==> src/bpg_regs.svh <==
/*
 * Register offsets, field positions, reset values and timing figures of the
 * breath pattern and group control block.
 * Assumes a 250 MHz core clock and an 8-bit register port in front of it.
 */
`ifndef BPG_REGS_SVH
`define BPG_REGS_SVH

////////////////////////////////////////////////////////////////////////////////
// register offsets
`define BPG_ADDR_CFG 8'ha0
`define BPG_ADDR_RUN 8'ha1
`define BPG_ADDR_T1 8'ha3
`define BPG_ADDR_C1 8'ha4
`define BPG_ADDR_C2 8'ha5
`define BPG_ADDR_MAX 8'ha6
`define BPG_ADDR_MIN 8'ha7
`define BPG_ADDR_RED 8'ha8
`define BPG_ADDR_GRN 8'ha9
`define BPG_ADDR_BLU 8'haa
`define BPG_ADDR_GE 8'hab
`define BPG_RST_BYTE 8'h00

////////////////////////////////////////////////////////////////////////////////
// field positions
`define BPG_CFG_EN 0
`define BPG_CFG_AUTO 1
`define BPG_CFG_SWITCH 3
`define BPG_CFG_MASK 8'h0f
`define BPG_RUN_BIT 0
`define BPG_RUNNING_BIT 1
`define BPG_DONE_BIT 2
`define BPG_FALL_MSB 7
`define BPG_FALL_LSB 4
`define BPG_OFF_MSB 3
`define BPG_OFF_LSB 0
`define BPG_END_MSB 7
`define BPG_END_LSB 6
`define BPG_START_MSB 5
`define BPG_START_LSB 4
`define BPG_RPT_HI_MSB 3
`define BPG_RPT_HI_LSB 0
`define BPG_START_RISE 2'h0
`define BPG_START_ON 2'h1
`define BPG_START_FALL 2'h2
`define BPG_END_OFF 2'h0

////////////////////////////////////////////////////////////////////////////////
// timing: phase times are counted in ticks of 10 ms
`define BPG_CLK_NS 4
`define BPG_TICK_NS 10000000
`define BPG_TICK_CYCLES (`BPG_TICK_NS / `BPG_CLK_NS)
`define BPG_DUR_W 10
`define BPG_RAMP_TBL {10'h33e, 10'h2da, 10'h26c, 10'h208, 10'h1a4, 10'h136, 10'h104, 10'h0d2, \
                      10'h0a0, 10'h068, 10'h04d, 10'h033, 10'h026, 10'h01a, 10'h00d, 10'h000}
`define BPG_HOLD_ZERO_TICKS 10'h004

`endif

==> src/bpg_pkg.sv <==
/*
 * Types shared by the breath pattern and group control modules.
 * Assumes nothing beyond a SystemVerilog compiler.
 */
package bpg_pkg;
   typedef enum logic [2:0] {PH_IDLE, PH_RISE, PH_ON, PH_FALL, PH_OFF} bpg_phase_t;
   typedef logic [7:0] bpg_byte_t;
endpackage : bpg_pkg

==> src/bpg_phase_timer.sv <==
/*
 * Phase duration timer: turns a 4-bit time code into a count of 10 ms ticks
 * and signals when the phase has run out.
 * Assumes one tick pulse per 10 ms from the parent and a load pulse per phase.
 */
`include "bpg_regs.svh"

module bpg_phase_timer import bpg_pkg::*; (
   // clock and reset
   input wire logic mclk,
   input wire logic rst,
   // phase control
   input wire logic tick,
   input wire logic load,
   input wire logic halt,
   input wire logic hold_sel,
   input wire logic [3:0] code,
   // status
   output logic done,
   output logic [`BPG_DUR_W-1:0] dur
);

   localparam logic [16*`BPG_DUR_W-1:0] RAMP_TBL = `BPG_RAMP_TBL;

   logic armed;
   logic [`BPG_DUR_W-1:0] remain;
   wire [`BPG_DUR_W-1:0] tbl_val = RAMP_TBL[code*`BPG_DUR_W +: `BPG_DUR_W];
   // hold phases share the ramp table except that code zero is never zero long
   wire [`BPG_DUR_W-1:0] new_dur = (hold_sel && code == 4'h0) ? `BPG_HOLD_ZERO_TICKS : tbl_val;

   assign done = armed && remain == '0;

   always_ff @(posedge mclk) begin
      if (rst) begin
         armed <= 1'b0;
         remain <= '0;
         dur <= '0;
      end else if (halt) begin
         armed <= 1'b0;
      end else if (load) begin
         armed <= 1'b1;
         remain <= new_dur;
         dur <= new_dur;
      end else if (done) begin
         armed <= 1'b0;
      end else if (tick && remain != '0) begin
         remain <= remain - 1'b1;
      end
   end
endmodule : bpg_phase_timer

==> src/bpg_triple_decode.sv <==
/*
 * Triple mode decoder: spreads the eight triple enable bits over LED1 to
 * LED24 as group or pattern masks, registered.
 * Assumes the enable bits and the controller enable come from the register file.
 */
module bpg_triple_decode import bpg_pkg::*; (
   // clock and reset
   input wire logic mclk,
   input wire logic rst,
   // settings
   input wire logic [7:0] triple_mode_enable,
   input wire logic pattern_controller_enable,
   // masks, bit k is LED k+1
   output logic [23:0] group_led_mask,
   output logic [23:0] pattern_led_mask
);

   // one register per mask keeps every bit with a single driving process
   wire [23:0] next_group_led_mask;
   wire [23:0] next_pattern_led_mask;

   genvar n;
   generate
      for (n = 0; n < 8; n = n + 1) begin : g_triple
         assign next_group_led_mask[3*n +: 3] = {3{triple_mode_enable[n] & ~pattern_controller_enable}};
         assign next_pattern_led_mask[3*n +: 3] = {3{triple_mode_enable[n] & pattern_controller_enable}};
      end
   endgenerate

   always_ff @(posedge mclk) begin
      if (rst) begin
         group_led_mask <= '0;
         pattern_led_mask <= '0;
      end else begin
         group_led_mask <= next_group_led_mask;
         pattern_led_mask <= next_pattern_led_mask;
      end
   end
endmodule : bpg_triple_decode

==> src/bpg_breath_ctrl.sv <==
/*
 * Auto-breath pattern sequencer with its register file, brightness ramp and
 * group colour and triple mode settings.
 * Assumes an 8-bit register port driven by the serial interface engine, with
 * one-cycle read and write strobes, and rise and on-hold codes supplied by
 * the neighbouring timer register.
 */
// How it works
// - fall code sets ramp-down time, 0 to 8.3s
// - hold-off code sets minimum hold, from 0.04s
// - end point 00 rests off, else on
// - start point picks the first loop phase
// - repeat count: four high bits plus eight low
// - zero repeat count loops forever, never ends
// - maximum level tops ramp and on-hold
// - minimum level bottoms ramp and off-hold
// - three shared colour registers, reset to zero
// - controller off: enable bit puts triple in group
// - controller on: enable bit puts triple in pattern
// - controller enable selects meaning of triple bits
// - mode bit: manual at reset, or automatic
// - done flag set at end, cleared by read
`include "bpg_regs.svh"

module bpg_breath_ctrl import bpg_pkg::*; #(
   parameter int unsigned TICK_CYCLES = `BPG_TICK_CYCLES
) (
   // clock and reset
   input wire logic mclk,
   input wire logic rst,
   // register port
   input wire logic reg_wr,
   input wire logic reg_rd,
   input wire logic [7:0] reg_addr,
   input wire logic [7:0] reg_wdata,
   output logic [7:0] reg_rdata,
   // rise and on-hold codes from the neighbouring timer register
   input wire logic [3:0] rise_code,
   input wire logic [3:0] on_code,
   // led side
   output logic [7:0] breath_level,
   output bpg_byte_t shared_red_mix,
   output bpg_byte_t shared_green_mix,
   output bpg_byte_t shared_blue_mix,
   output logic [23:0] group_led_mask,
   output logic [23:0] pattern_led_mask,
   // status
   output logic pattern_running,
   output logic loop_done_flag
);

   ////////////////////////////////////////////////////////////////////////////
   // register file
   bpg_byte_t pattern_config;
   bpg_byte_t pattern_fall_hold_off_timer;
   bpg_byte_t pattern_loop_endpoints_count_high;
   bpg_byte_t pattern_repeat_count_low;
   bpg_byte_t breath_max_brightness;
   bpg_byte_t breath_min_brightness;
   bpg_byte_t triple_mode_enable_low;
   logic run_bit;

   wire wr_cfg = reg_wr && reg_addr == `BPG_ADDR_CFG;
   wire wr_run = reg_wr && reg_addr == `BPG_ADDR_RUN;
   wire wr_t1 = reg_wr && reg_addr == `BPG_ADDR_T1;
   wire wr_c1 = reg_wr && reg_addr == `BPG_ADDR_C1;
   wire wr_c2 = reg_wr && reg_addr == `BPG_ADDR_C2;
   wire wr_max = reg_wr && reg_addr == `BPG_ADDR_MAX;
   wire wr_min = reg_wr && reg_addr == `BPG_ADDR_MIN;
   wire wr_red = reg_wr && reg_addr == `BPG_ADDR_RED;
   wire wr_grn = reg_wr && reg_addr == `BPG_ADDR_GRN;
   wire wr_blu = reg_wr && reg_addr == `BPG_ADDR_BLU;
   wire wr_ge = reg_wr && reg_addr == `BPG_ADDR_GE;
   wire rd_run = reg_rd && reg_addr == `BPG_ADDR_RUN;

   always_ff @(posedge mclk) begin
      if (rst) begin
         pattern_config <= `BPG_RST_BYTE;
         run_bit <= 1'b0;
         pattern_fall_hold_off_timer <= `BPG_RST_BYTE;
         pattern_loop_endpoints_count_high <= `BPG_RST_BYTE;
         pattern_repeat_count_low <= `BPG_RST_BYTE;
         breath_max_brightness <= `BPG_RST_BYTE;
         breath_min_brightness <= `BPG_RST_BYTE;
         shared_red_mix <= `BPG_RST_BYTE;
         shared_green_mix <= `BPG_RST_BYTE;
         shared_blue_mix <= `BPG_RST_BYTE;
         triple_mode_enable_low <= `BPG_RST_BYTE;
      end else begin
         if (wr_cfg) pattern_config <= reg_wdata & `BPG_CFG_MASK;
         if (wr_run) run_bit <= reg_wdata[`BPG_RUN_BIT];
         if (wr_t1) pattern_fall_hold_off_timer <= reg_wdata;
         if (wr_c1) pattern_loop_endpoints_count_high <= reg_wdata;
         if (wr_c2) pattern_repeat_count_low <= reg_wdata;
         if (wr_max) breath_max_brightness <= reg_wdata;
         if (wr_min) breath_min_brightness <= reg_wdata;
         if (wr_red) shared_red_mix <= reg_wdata;
         if (wr_grn) shared_green_mix <= reg_wdata;
         if (wr_blu) shared_blue_mix <= reg_wdata;
         if (wr_ge) triple_mode_enable_low <= reg_wdata;
      end
   end

   ////////////////////////////////////////////////////////////////////////////
   // field decode
   wire pattern_controller_enable = pattern_config[`BPG_CFG_EN];
   wire auto_mode = pattern_config[`BPG_CFG_AUTO];
   wire manual_on = pattern_config[`BPG_CFG_SWITCH];
   wire [3:0] fall_code = pattern_fall_hold_off_timer[`BPG_FALL_MSB:`BPG_FALL_LSB];
   wire [3:0] off_code = pattern_fall_hold_off_timer[`BPG_OFF_MSB:`BPG_OFF_LSB];
   wire [1:0] end_point_select = pattern_loop_endpoints_count_high[`BPG_END_MSB:`BPG_END_LSB];
   wire [1:0] start_point_select = pattern_loop_endpoints_count_high[`BPG_START_MSB:`BPG_START_LSB];
   wire [11:0] repeat_count = {pattern_loop_endpoints_count_high[`BPG_RPT_HI_MSB:`BPG_RPT_HI_LSB],
                               pattern_repeat_count_low};
   // leaving auto mode or disabling the controller aborts a running pattern
   wire auto_ok = pattern_controller_enable && auto_mode;

   ////////////////////////////////////////////////////////////////////////////
   // tick of 10 ms
   logic [31:0] tick_cnt;
   wire tick = tick_cnt == TICK_CYCLES - 1;

   always_ff @(posedge mclk) begin
      if (rst) tick_cnt <= '0;
      else tick_cnt <= tick ? '0 : tick_cnt + 32'h1;
   end

   ////////////////////////////////////////////////////////////////////////////
   // phase sequencer
   bpg_phase_t phase;
   bpg_phase_t start_ph;
   bpg_phase_t succ_ph;
   bpg_phase_t enter_ph;
   logic [11:0] loop_cnt;
   logic timer_done;
   logic [`BPG_DUR_W-1:0] dur;

   // a fresh pattern needs the run bit to go from zero to one
   wire run_start = wr_run && reg_wdata[`BPG_RUN_BIT] && !run_bit && auto_ok;

   assign start_ph = start_point_select == `BPG_START_RISE ? PH_RISE :
                     start_point_select == `BPG_START_ON ? PH_ON :
                     start_point_select == `BPG_START_FALL ? PH_FALL : PH_OFF;
   assign succ_ph = phase == PH_RISE ? PH_ON :
                    phase == PH_ON ? PH_FALL :
                    phase == PH_FALL ? PH_OFF : PH_RISE;
   assign enter_ph = run_start ? start_ph : succ_ph;

   wire phase_end = pattern_running && timer_done;
   wire pass_end = phase_end && succ_ph == start_ph;
   wire finish = pass_end && repeat_count != 12'h000 && loop_cnt + 12'h001 == repeat_count;
   wire load = run_start || (phase_end && !finish && auto_ok);
   wire [3:0] enter_code = enter_ph == PH_RISE ? rise_code :
                           enter_ph == PH_ON ? on_code :
                           enter_ph == PH_FALL ? fall_code : off_code;
   wire hold_sel = enter_ph == PH_ON || enter_ph == PH_OFF;

   always_ff @(posedge mclk) begin
      if (rst) begin
         phase <= PH_IDLE;
         loop_cnt <= 12'h000;
         pattern_running <= 1'b0;
      end else if (!auto_ok) begin
         phase <= PH_IDLE;
         pattern_running <= 1'b0;
      end else if (run_start) begin
         phase <= start_ph;
         loop_cnt <= 12'h000;
         pattern_running <= 1'b1;
      end else if (finish) begin
         phase <= PH_IDLE;
         pattern_running <= 1'b0;
      end else if (phase_end) begin
         phase <= succ_ph;
         if (pass_end) loop_cnt <= loop_cnt + 12'h001;
      end
   end

   // set wins over the clear-on-read
   always_ff @(posedge mclk) begin
      if (rst) loop_done_flag <= 1'b0;
      else if (finish) loop_done_flag <= 1'b1;
      else if (rd_run) loop_done_flag <= 1'b0;
   end

   bpg_phase_timer u_timer (
      .mclk(mclk),
      .rst(rst),
      .tick(tick),
      .load(load),
      .halt(!auto_ok),
      .hold_sel(hold_sel),
      .code(enter_code),
      .done(timer_done),
      .dur(dur)
   );

   ////////////////////////////////////////////////////////////////////////////
   // brightness ramp: credit the span each tick, spend one step per clock,
   // so a short phase over a wide span still lands on time
   logic [10:0] acc;
   wire [7:0] span = breath_max_brightness > breath_min_brightness ?
                     breath_max_brightness - breath_min_brightness : 8'h00;
   wire ramping = pattern_running && (phase == PH_RISE || phase == PH_FALL);
   wire step = ramping && dur != '0 && acc >= {1'b0, dur};
   wire [10:0] next_acc = acc + (tick ? {3'h0, span} : 11'h000) - (step ? {1'b0, dur} : 11'h000);
   wire [7:0] enter_level = enter_ph == PH_RISE || enter_ph == PH_OFF ?
                            breath_min_brightness : breath_max_brightness;
   wire [7:0] rest_level = end_point_select == `BPG_END_OFF ?
                           breath_min_brightness : breath_max_brightness;

   always_ff @(posedge mclk) begin
      if (rst) begin
         breath_level <= 8'h00;
         acc <= 11'h000;
      end else if (!auto_ok) begin
         breath_level <= manual_on ? breath_max_brightness : breath_min_brightness;
         acc <= 11'h000;
      end else if (load) begin
         breath_level <= enter_level;
         acc <= 11'h000;
      end else if (finish) begin
         breath_level <= rest_level;
      end else if (ramping) begin
         acc <= next_acc;
         if (step && phase == PH_RISE && breath_level < breath_max_brightness)
            breath_level <= breath_level + 8'h01;
         else if (step && phase == PH_FALL && breath_level > breath_min_brightness)
            breath_level <= breath_level - 8'h01;
      end
   end

   ////////////////////////////////////////////////////////////////////////////
   // triple modes
   bpg_triple_decode u_decode (
      .mclk(mclk),
      .rst(rst),
      .triple_mode_enable(triple_mode_enable_low),
      .pattern_controller_enable(pattern_controller_enable),
      .group_led_mask(group_led_mask),
      .pattern_led_mask(pattern_led_mask)
   );

   ////////////////////////////////////////////////////////////////////////////
   // read port: unmapped offsets read zero
   wire [7:0] run_rd = {5'h00, loop_done_flag, pattern_running, run_bit};
   wire [7:0] rd_mux = ({8{reg_addr == `BPG_ADDR_CFG}} & pattern_config) |
                       ({8{reg_addr == `BPG_ADDR_RUN}} & run_rd) |
                       ({8{reg_addr == `BPG_ADDR_T1}} & pattern_fall_hold_off_timer) |
                       ({8{reg_addr == `BPG_ADDR_C1}} & pattern_loop_endpoints_count_high) |
                       ({8{reg_addr == `BPG_ADDR_C2}} & pattern_repeat_count_low) |
                       ({8{reg_addr == `BPG_ADDR_MAX}} & breath_max_brightness) |
                       ({8{reg_addr == `BPG_ADDR_MIN}} & breath_min_brightness) |
                       ({8{reg_addr == `BPG_ADDR_RED}} & shared_red_mix) |
                       ({8{reg_addr == `BPG_ADDR_GRN}} & shared_green_mix) |
                       ({8{reg_addr == `BPG_ADDR_BLU}} & shared_blue_mix) |
                       ({8{reg_addr == `BPG_ADDR_GE}} & triple_mode_enable_low);

   always_ff @(posedge mclk) begin
      if (rst) reg_rdata <= 8'h00;
      else if (reg_rd) reg_rdata <= rd_mux;
   end
endmodule : bpg_breath_ctrl

==> config.mk <==
export PLATFORM = sky130hd
export DESIGN_NAME = bpg_breath_ctrl
export DESIGN_NICKNAME = d
export VERILOG_FILES = /design/src/bpg_pkg.sv /design/src/bpg_phase_timer.sv /design/src/bpg_triple_decode.sv /design/src/bpg_breath_ctrl.sv
export VERILOG_INCLUDE_DIRS = /design/src
export SDC_FILE = /design/constraint.sdc
export NUM_CORES = 1
export LEC_CHECK = 0
export ABC_AREA = 1
export ABC_CLOCK_PERIOD_IN_PS = 5100
export BUFFER_PORTS_ARGS = -buffer_cell sky130_fd_sc_hd__buf_4
export CORE_UTILIZATION = 38
export CTS_CLUSTER_DIAMETER = 30
export DETAILED_ROUTE_END_ITERATION = 7
export GPL_TIMING_DRIVEN = 0
export SETUP_SLACK_MARGIN = 0.5
export SLEW_MARGIN = 30
export SYNTH_ARGS = -nofsm -noshare
export SYNTH_HDL_FRONTEND = slang
export SYNTH_SLANG_ARGS = --single-unit
export TNS_END_PERCENT = 20
==> constraint.sdc <==
create_clock -name mclk -period 5.1 [get_ports mclk]
set_input_delay 1.275 -clock mclk [delete_from_list [all_inputs] [get_ports mclk]]
set_output_delay 1.275 -clock mclk [all_outputs]
set_load 0.01 [all_outputs]
==> impl_metrics.csv <==
group,metric,value,unit
synthesis,synthFlopType,"dfxtp_1",
finish,fin_nets,1941,
power,clkPwrFrac,46.5,%
synthesis,synthMuxAreaShare,0,%
power,leakage,5.896,nW
clock_tree,clock_latency,0.44,ns
floorplanning,die_w,177.9,um
synthesis,synthTopCellsByArea,"dfxtp_1, nand2_1, a21oi_1",
min_path,hp-class,"reg -> reg",
timing,maxSlewHeadroom,37.11,%
power,seq_power_share,48.7,%
timing,worst_pin_slew,0.9361,ns
finish,drive_above_1_share,15.66,%
global_routing,grtUsageTotal,23.91,%
drt,route.detailed.drc,0,
timing,finalSetupTns,0,ns
floorplanning,io_pins,118,
clock_tree,clockBufferDepth,2,
drt,via_per_inst,5.282,
clock_tree,clk_pin_slew,0.07,ns
global_routing,grt_overflow,0,
worst_setup_path,crit_type,"reg -> reg",
synthesis,synth_common_cells,"nand2_1, inv_1, dfxtp_1",
clock_tree,cts_hold_buf,0,
global_routing,antenna_found_initial,1,
synthesis,synth_area,11750,um^2
timing,slew_viol_final,0,
worst_setup_path,cp_slowest_cell,"fa_1",
worst_setup_path,setup.worst_path.start_class,"flop",
worst_setup_path,critPathRequiredTime,5.48,ns
synthesis,synth_edf_count,0,
worst_setup_path,rrSetupSlack,0.66,ns
finish,fin_util,45.88,%
synthesis,synth_fa_ha_area_share,8.410,%
worst_setup_path,end_kind,"flop",
finish,area_growth_syn_to_layout,19.10,%
power,p_int,2.350,mW
drt,drt_iter0_markers,874,
drt,ant_nets,0,
clock_tree,cts_buffers,17,
synthesis,synth_compound_area_share,18.88,%
power,switching_share,23.43,%
drt,wl_met2,16.66,mm
floorplanning,die_area,31640,um^2
timing,whs,0.4541,ns
timing,hold_viol,0,
timing,setup_viol,0,
global_routing,grt_pass1_vias,11000,
synthesis,synth_area_per_cell,6.930,um^2
floorplanning,core_area,30510,um^2
global_routing,grt_start_max_net_pins,17,
clock_tree,root_buffer,"clkbuf_16",
clock_tree,cts_tree,"built",
finish,seqCellArea,3809,um^2
worst_setup_path,cp_common_cell,"a21oi_2",
synthesis,synthesis.nets,1797,
timing,period_minus_slack,4.438,ns
worst_setup_path,r2r-start,"breath_min_brightness[4]",
synthesis,yosys.cell_types.count,58,
power,power_frac_comb,4.8,%
finish,diodes,0,
finish,fillerInstances,3110,
worst_setup_path,max_stage_delay,0.55,ns
worst_setup_path,reg2reg_to,"acc[10]",
drt,routed_wl,37.43,mm
finish,final_area,14000,um^2
synthesis,ys_warn_count,0,
placement,place_congestion,0.9287,
synthesis,yosysMostFrequentCell,"nand2_1",
power,vdd_ir_drop_max,0.2161,mV
timing,period_share,87.01,%
worst_setup_path,reg2reg_depth,26,
worst_setup_path,critical_path_arrival,4.82,ns
power,power_density,219.3,nW/um^2
synthesis,synth_xor_area_share,3.023,%
drt,routed-wl-met3,1.987,mm
placement,hpwl,29.20,mm
drt,met1_length,17.21,mm
worst_setup_path,cp_max_fo,5,
synthesis,synth_top_family_by_area,"simple AND/OR/NAND/NOR gates",
clock_tree,clock-sinks,190,
floorplanning,start_util,38.53,%
drt,highest_layer,"met5",
clock_tree,htreeDepth,4,
timing,rsz0062_at_grt,"yes",
drt,drt_first_pass_iters,5,
min_path,hold_end,"tick_cnt[0]",
synthesis,yosysSeqAreaShare,32.36,%
floorplanning,die_h,177.9,um
floorplanning,rows,64,
timing,fmax,225.3,MHz
timing,skew,0.01810,ns
finish,multiInputGateArea,6763,um^2
synthesis,yosysTopAreaCell,"dfxtp_1",
synthesis,synth_cells,1696,
placement,port_buffers,113,
job,drv_cap,0,
synthesis,synth-simple-area-share,25.67,%
synthesis,ys_ff_latch,190,
status,status,"completed",
synthesis,async_flop_share,0,%
min_path,min_path_cells,1,
drt,vias,11870,
global_routing,grt_pass1_wl,58.65,mm
placement,placed_area,13100,um^2
min_path,min_from,"tick_cnt[0]",
synthesis,yosysTopAreaCellShare,32.36,%
power,net-switching-power,719.2,uW
drt,wire_per_inst,16.65,um
==> power by group through the flow <==
stage               logic, mW  clock network (mW)  registers, mW
CTS                     0.144                1.45           1.49
global placement        0.142                   0           1.53
global route            0.161                1.50           1.49
detailed placement      0.143                   0           1.53
finish                  0.147                1.43           1.49
floorplan              0.0768                   0           1.53
==> state kept, by name, summed over array words and instances, names as in the netlist, 8 cells and up <==
| name | flops |
|---|---|
| u_timer.remain | 10 |
| loop_cnt | 12 |
| breath_min_brightness | 8 |
| shared_red_mix | 8 |
| shared_blue_mix | 8 |
| u_decode.group_led_mask | 8 |
| tick_cnt | 32 |
| shared_green_mix | 8 |
| pattern_loop_endpoints_count_high | 8 |
| acc | 11 |
| triple_mode_enable_low | 8 |
| u_decode.pattern_led_mask | 8 |
| reg_rdata | 8 |
| breath_max_brightness | 8 |
| u_timer.dur | 10 |
| pattern_fall_hold_off_timer | 8 |
| pattern_repeat_count_low | 8 |
| breath_level | 8 |
==> cell usage in the layout, fill, tap and decap left out, types with 14 or more instances in the layout <==
master and instances:
a21oi_1 179, a21oi_2 14, buf_4 160, clkbuf_1 35
clkbuf_16 17, dfxtp_1 188, ha_1 58, inv_1 230
nand2_1 286, nand2_2 15, nand3_1 87, nand4_1 32
nor2_1 132, nor3_1 47, o21ai_0 133, o22ai_1 16
xor2_1 29
==> layer usage <==
layer  up-vias  track usage [%]
met3       104            3.299
met2       386            37.37
met4         2            10.58
met5         -                0
li1       5917                -
met1      5464            32.56
==> kinds of logic (layout without fill, tap and decap cells) <==
kind of cell	count (synthesis)	in the layout
xor+xnor	39	39
simple gates	667	667
flops	190	190
compound gates	401	401
fa+ha+maj	73	73
buf+inv	326	482
==> timing repair <==
action	in CTS	in global routing
setup buffers	2	10
endpoints found under the setup margin	6	5
pin swaps	3	17
gates resized for setup	15	29
==> per-stage QoR <==
stage	setup WS [ns]	cells	power [mW]
floorplan	0.7731	1696	1.605
global placement	-0.1186	2205	1.671
detailed placement	-0.2911	2205	1.672
CTS	0.5152	2238	3.088
global route	0.4151	2248	3.159
finish	0.6624	2248	3.070
==> how the worst max path moves through the flow <==
stage	start	to	slack, ns
final	breath_min_brightness[4]	acc[10]	0.66
after global routing	breath_max_brightness[0]	acc[9]	0.42
after CTS	breath_max_brightness[0]	acc[9]	0.52
after detailed placement	breath_max_brightness[0]	acc[10]	-0.29
after global placement	breath_max_brightness[0]	acc[10]	-0.12
after floorplan	breath_max_brightness[0]	acc[10]	0.77
==> critical path: cells and delay by family, from the launching register on <==
family          cells  cell delay (ns)
compound gates     11             1.50
flops               1             0.41
simple gates        6             0.54
buf+inv             5             0.56
xor+xnor            1             0.15
fa+ha+maj           3             1.22
==> layout make-up <==
cell class	instances	share of cell area (%)
Buffer	83	3.271
Clock buffer	20	3.334
Clock inverter	11	1.099
Inverter	243	6.534
Multi-Input combinational cell	1180	48.31
Sequential cell	190	27.21
Tap cell	396	3.540
Timing Repair Buffer	125	6.704
Power figures use the tool's default switching activity.
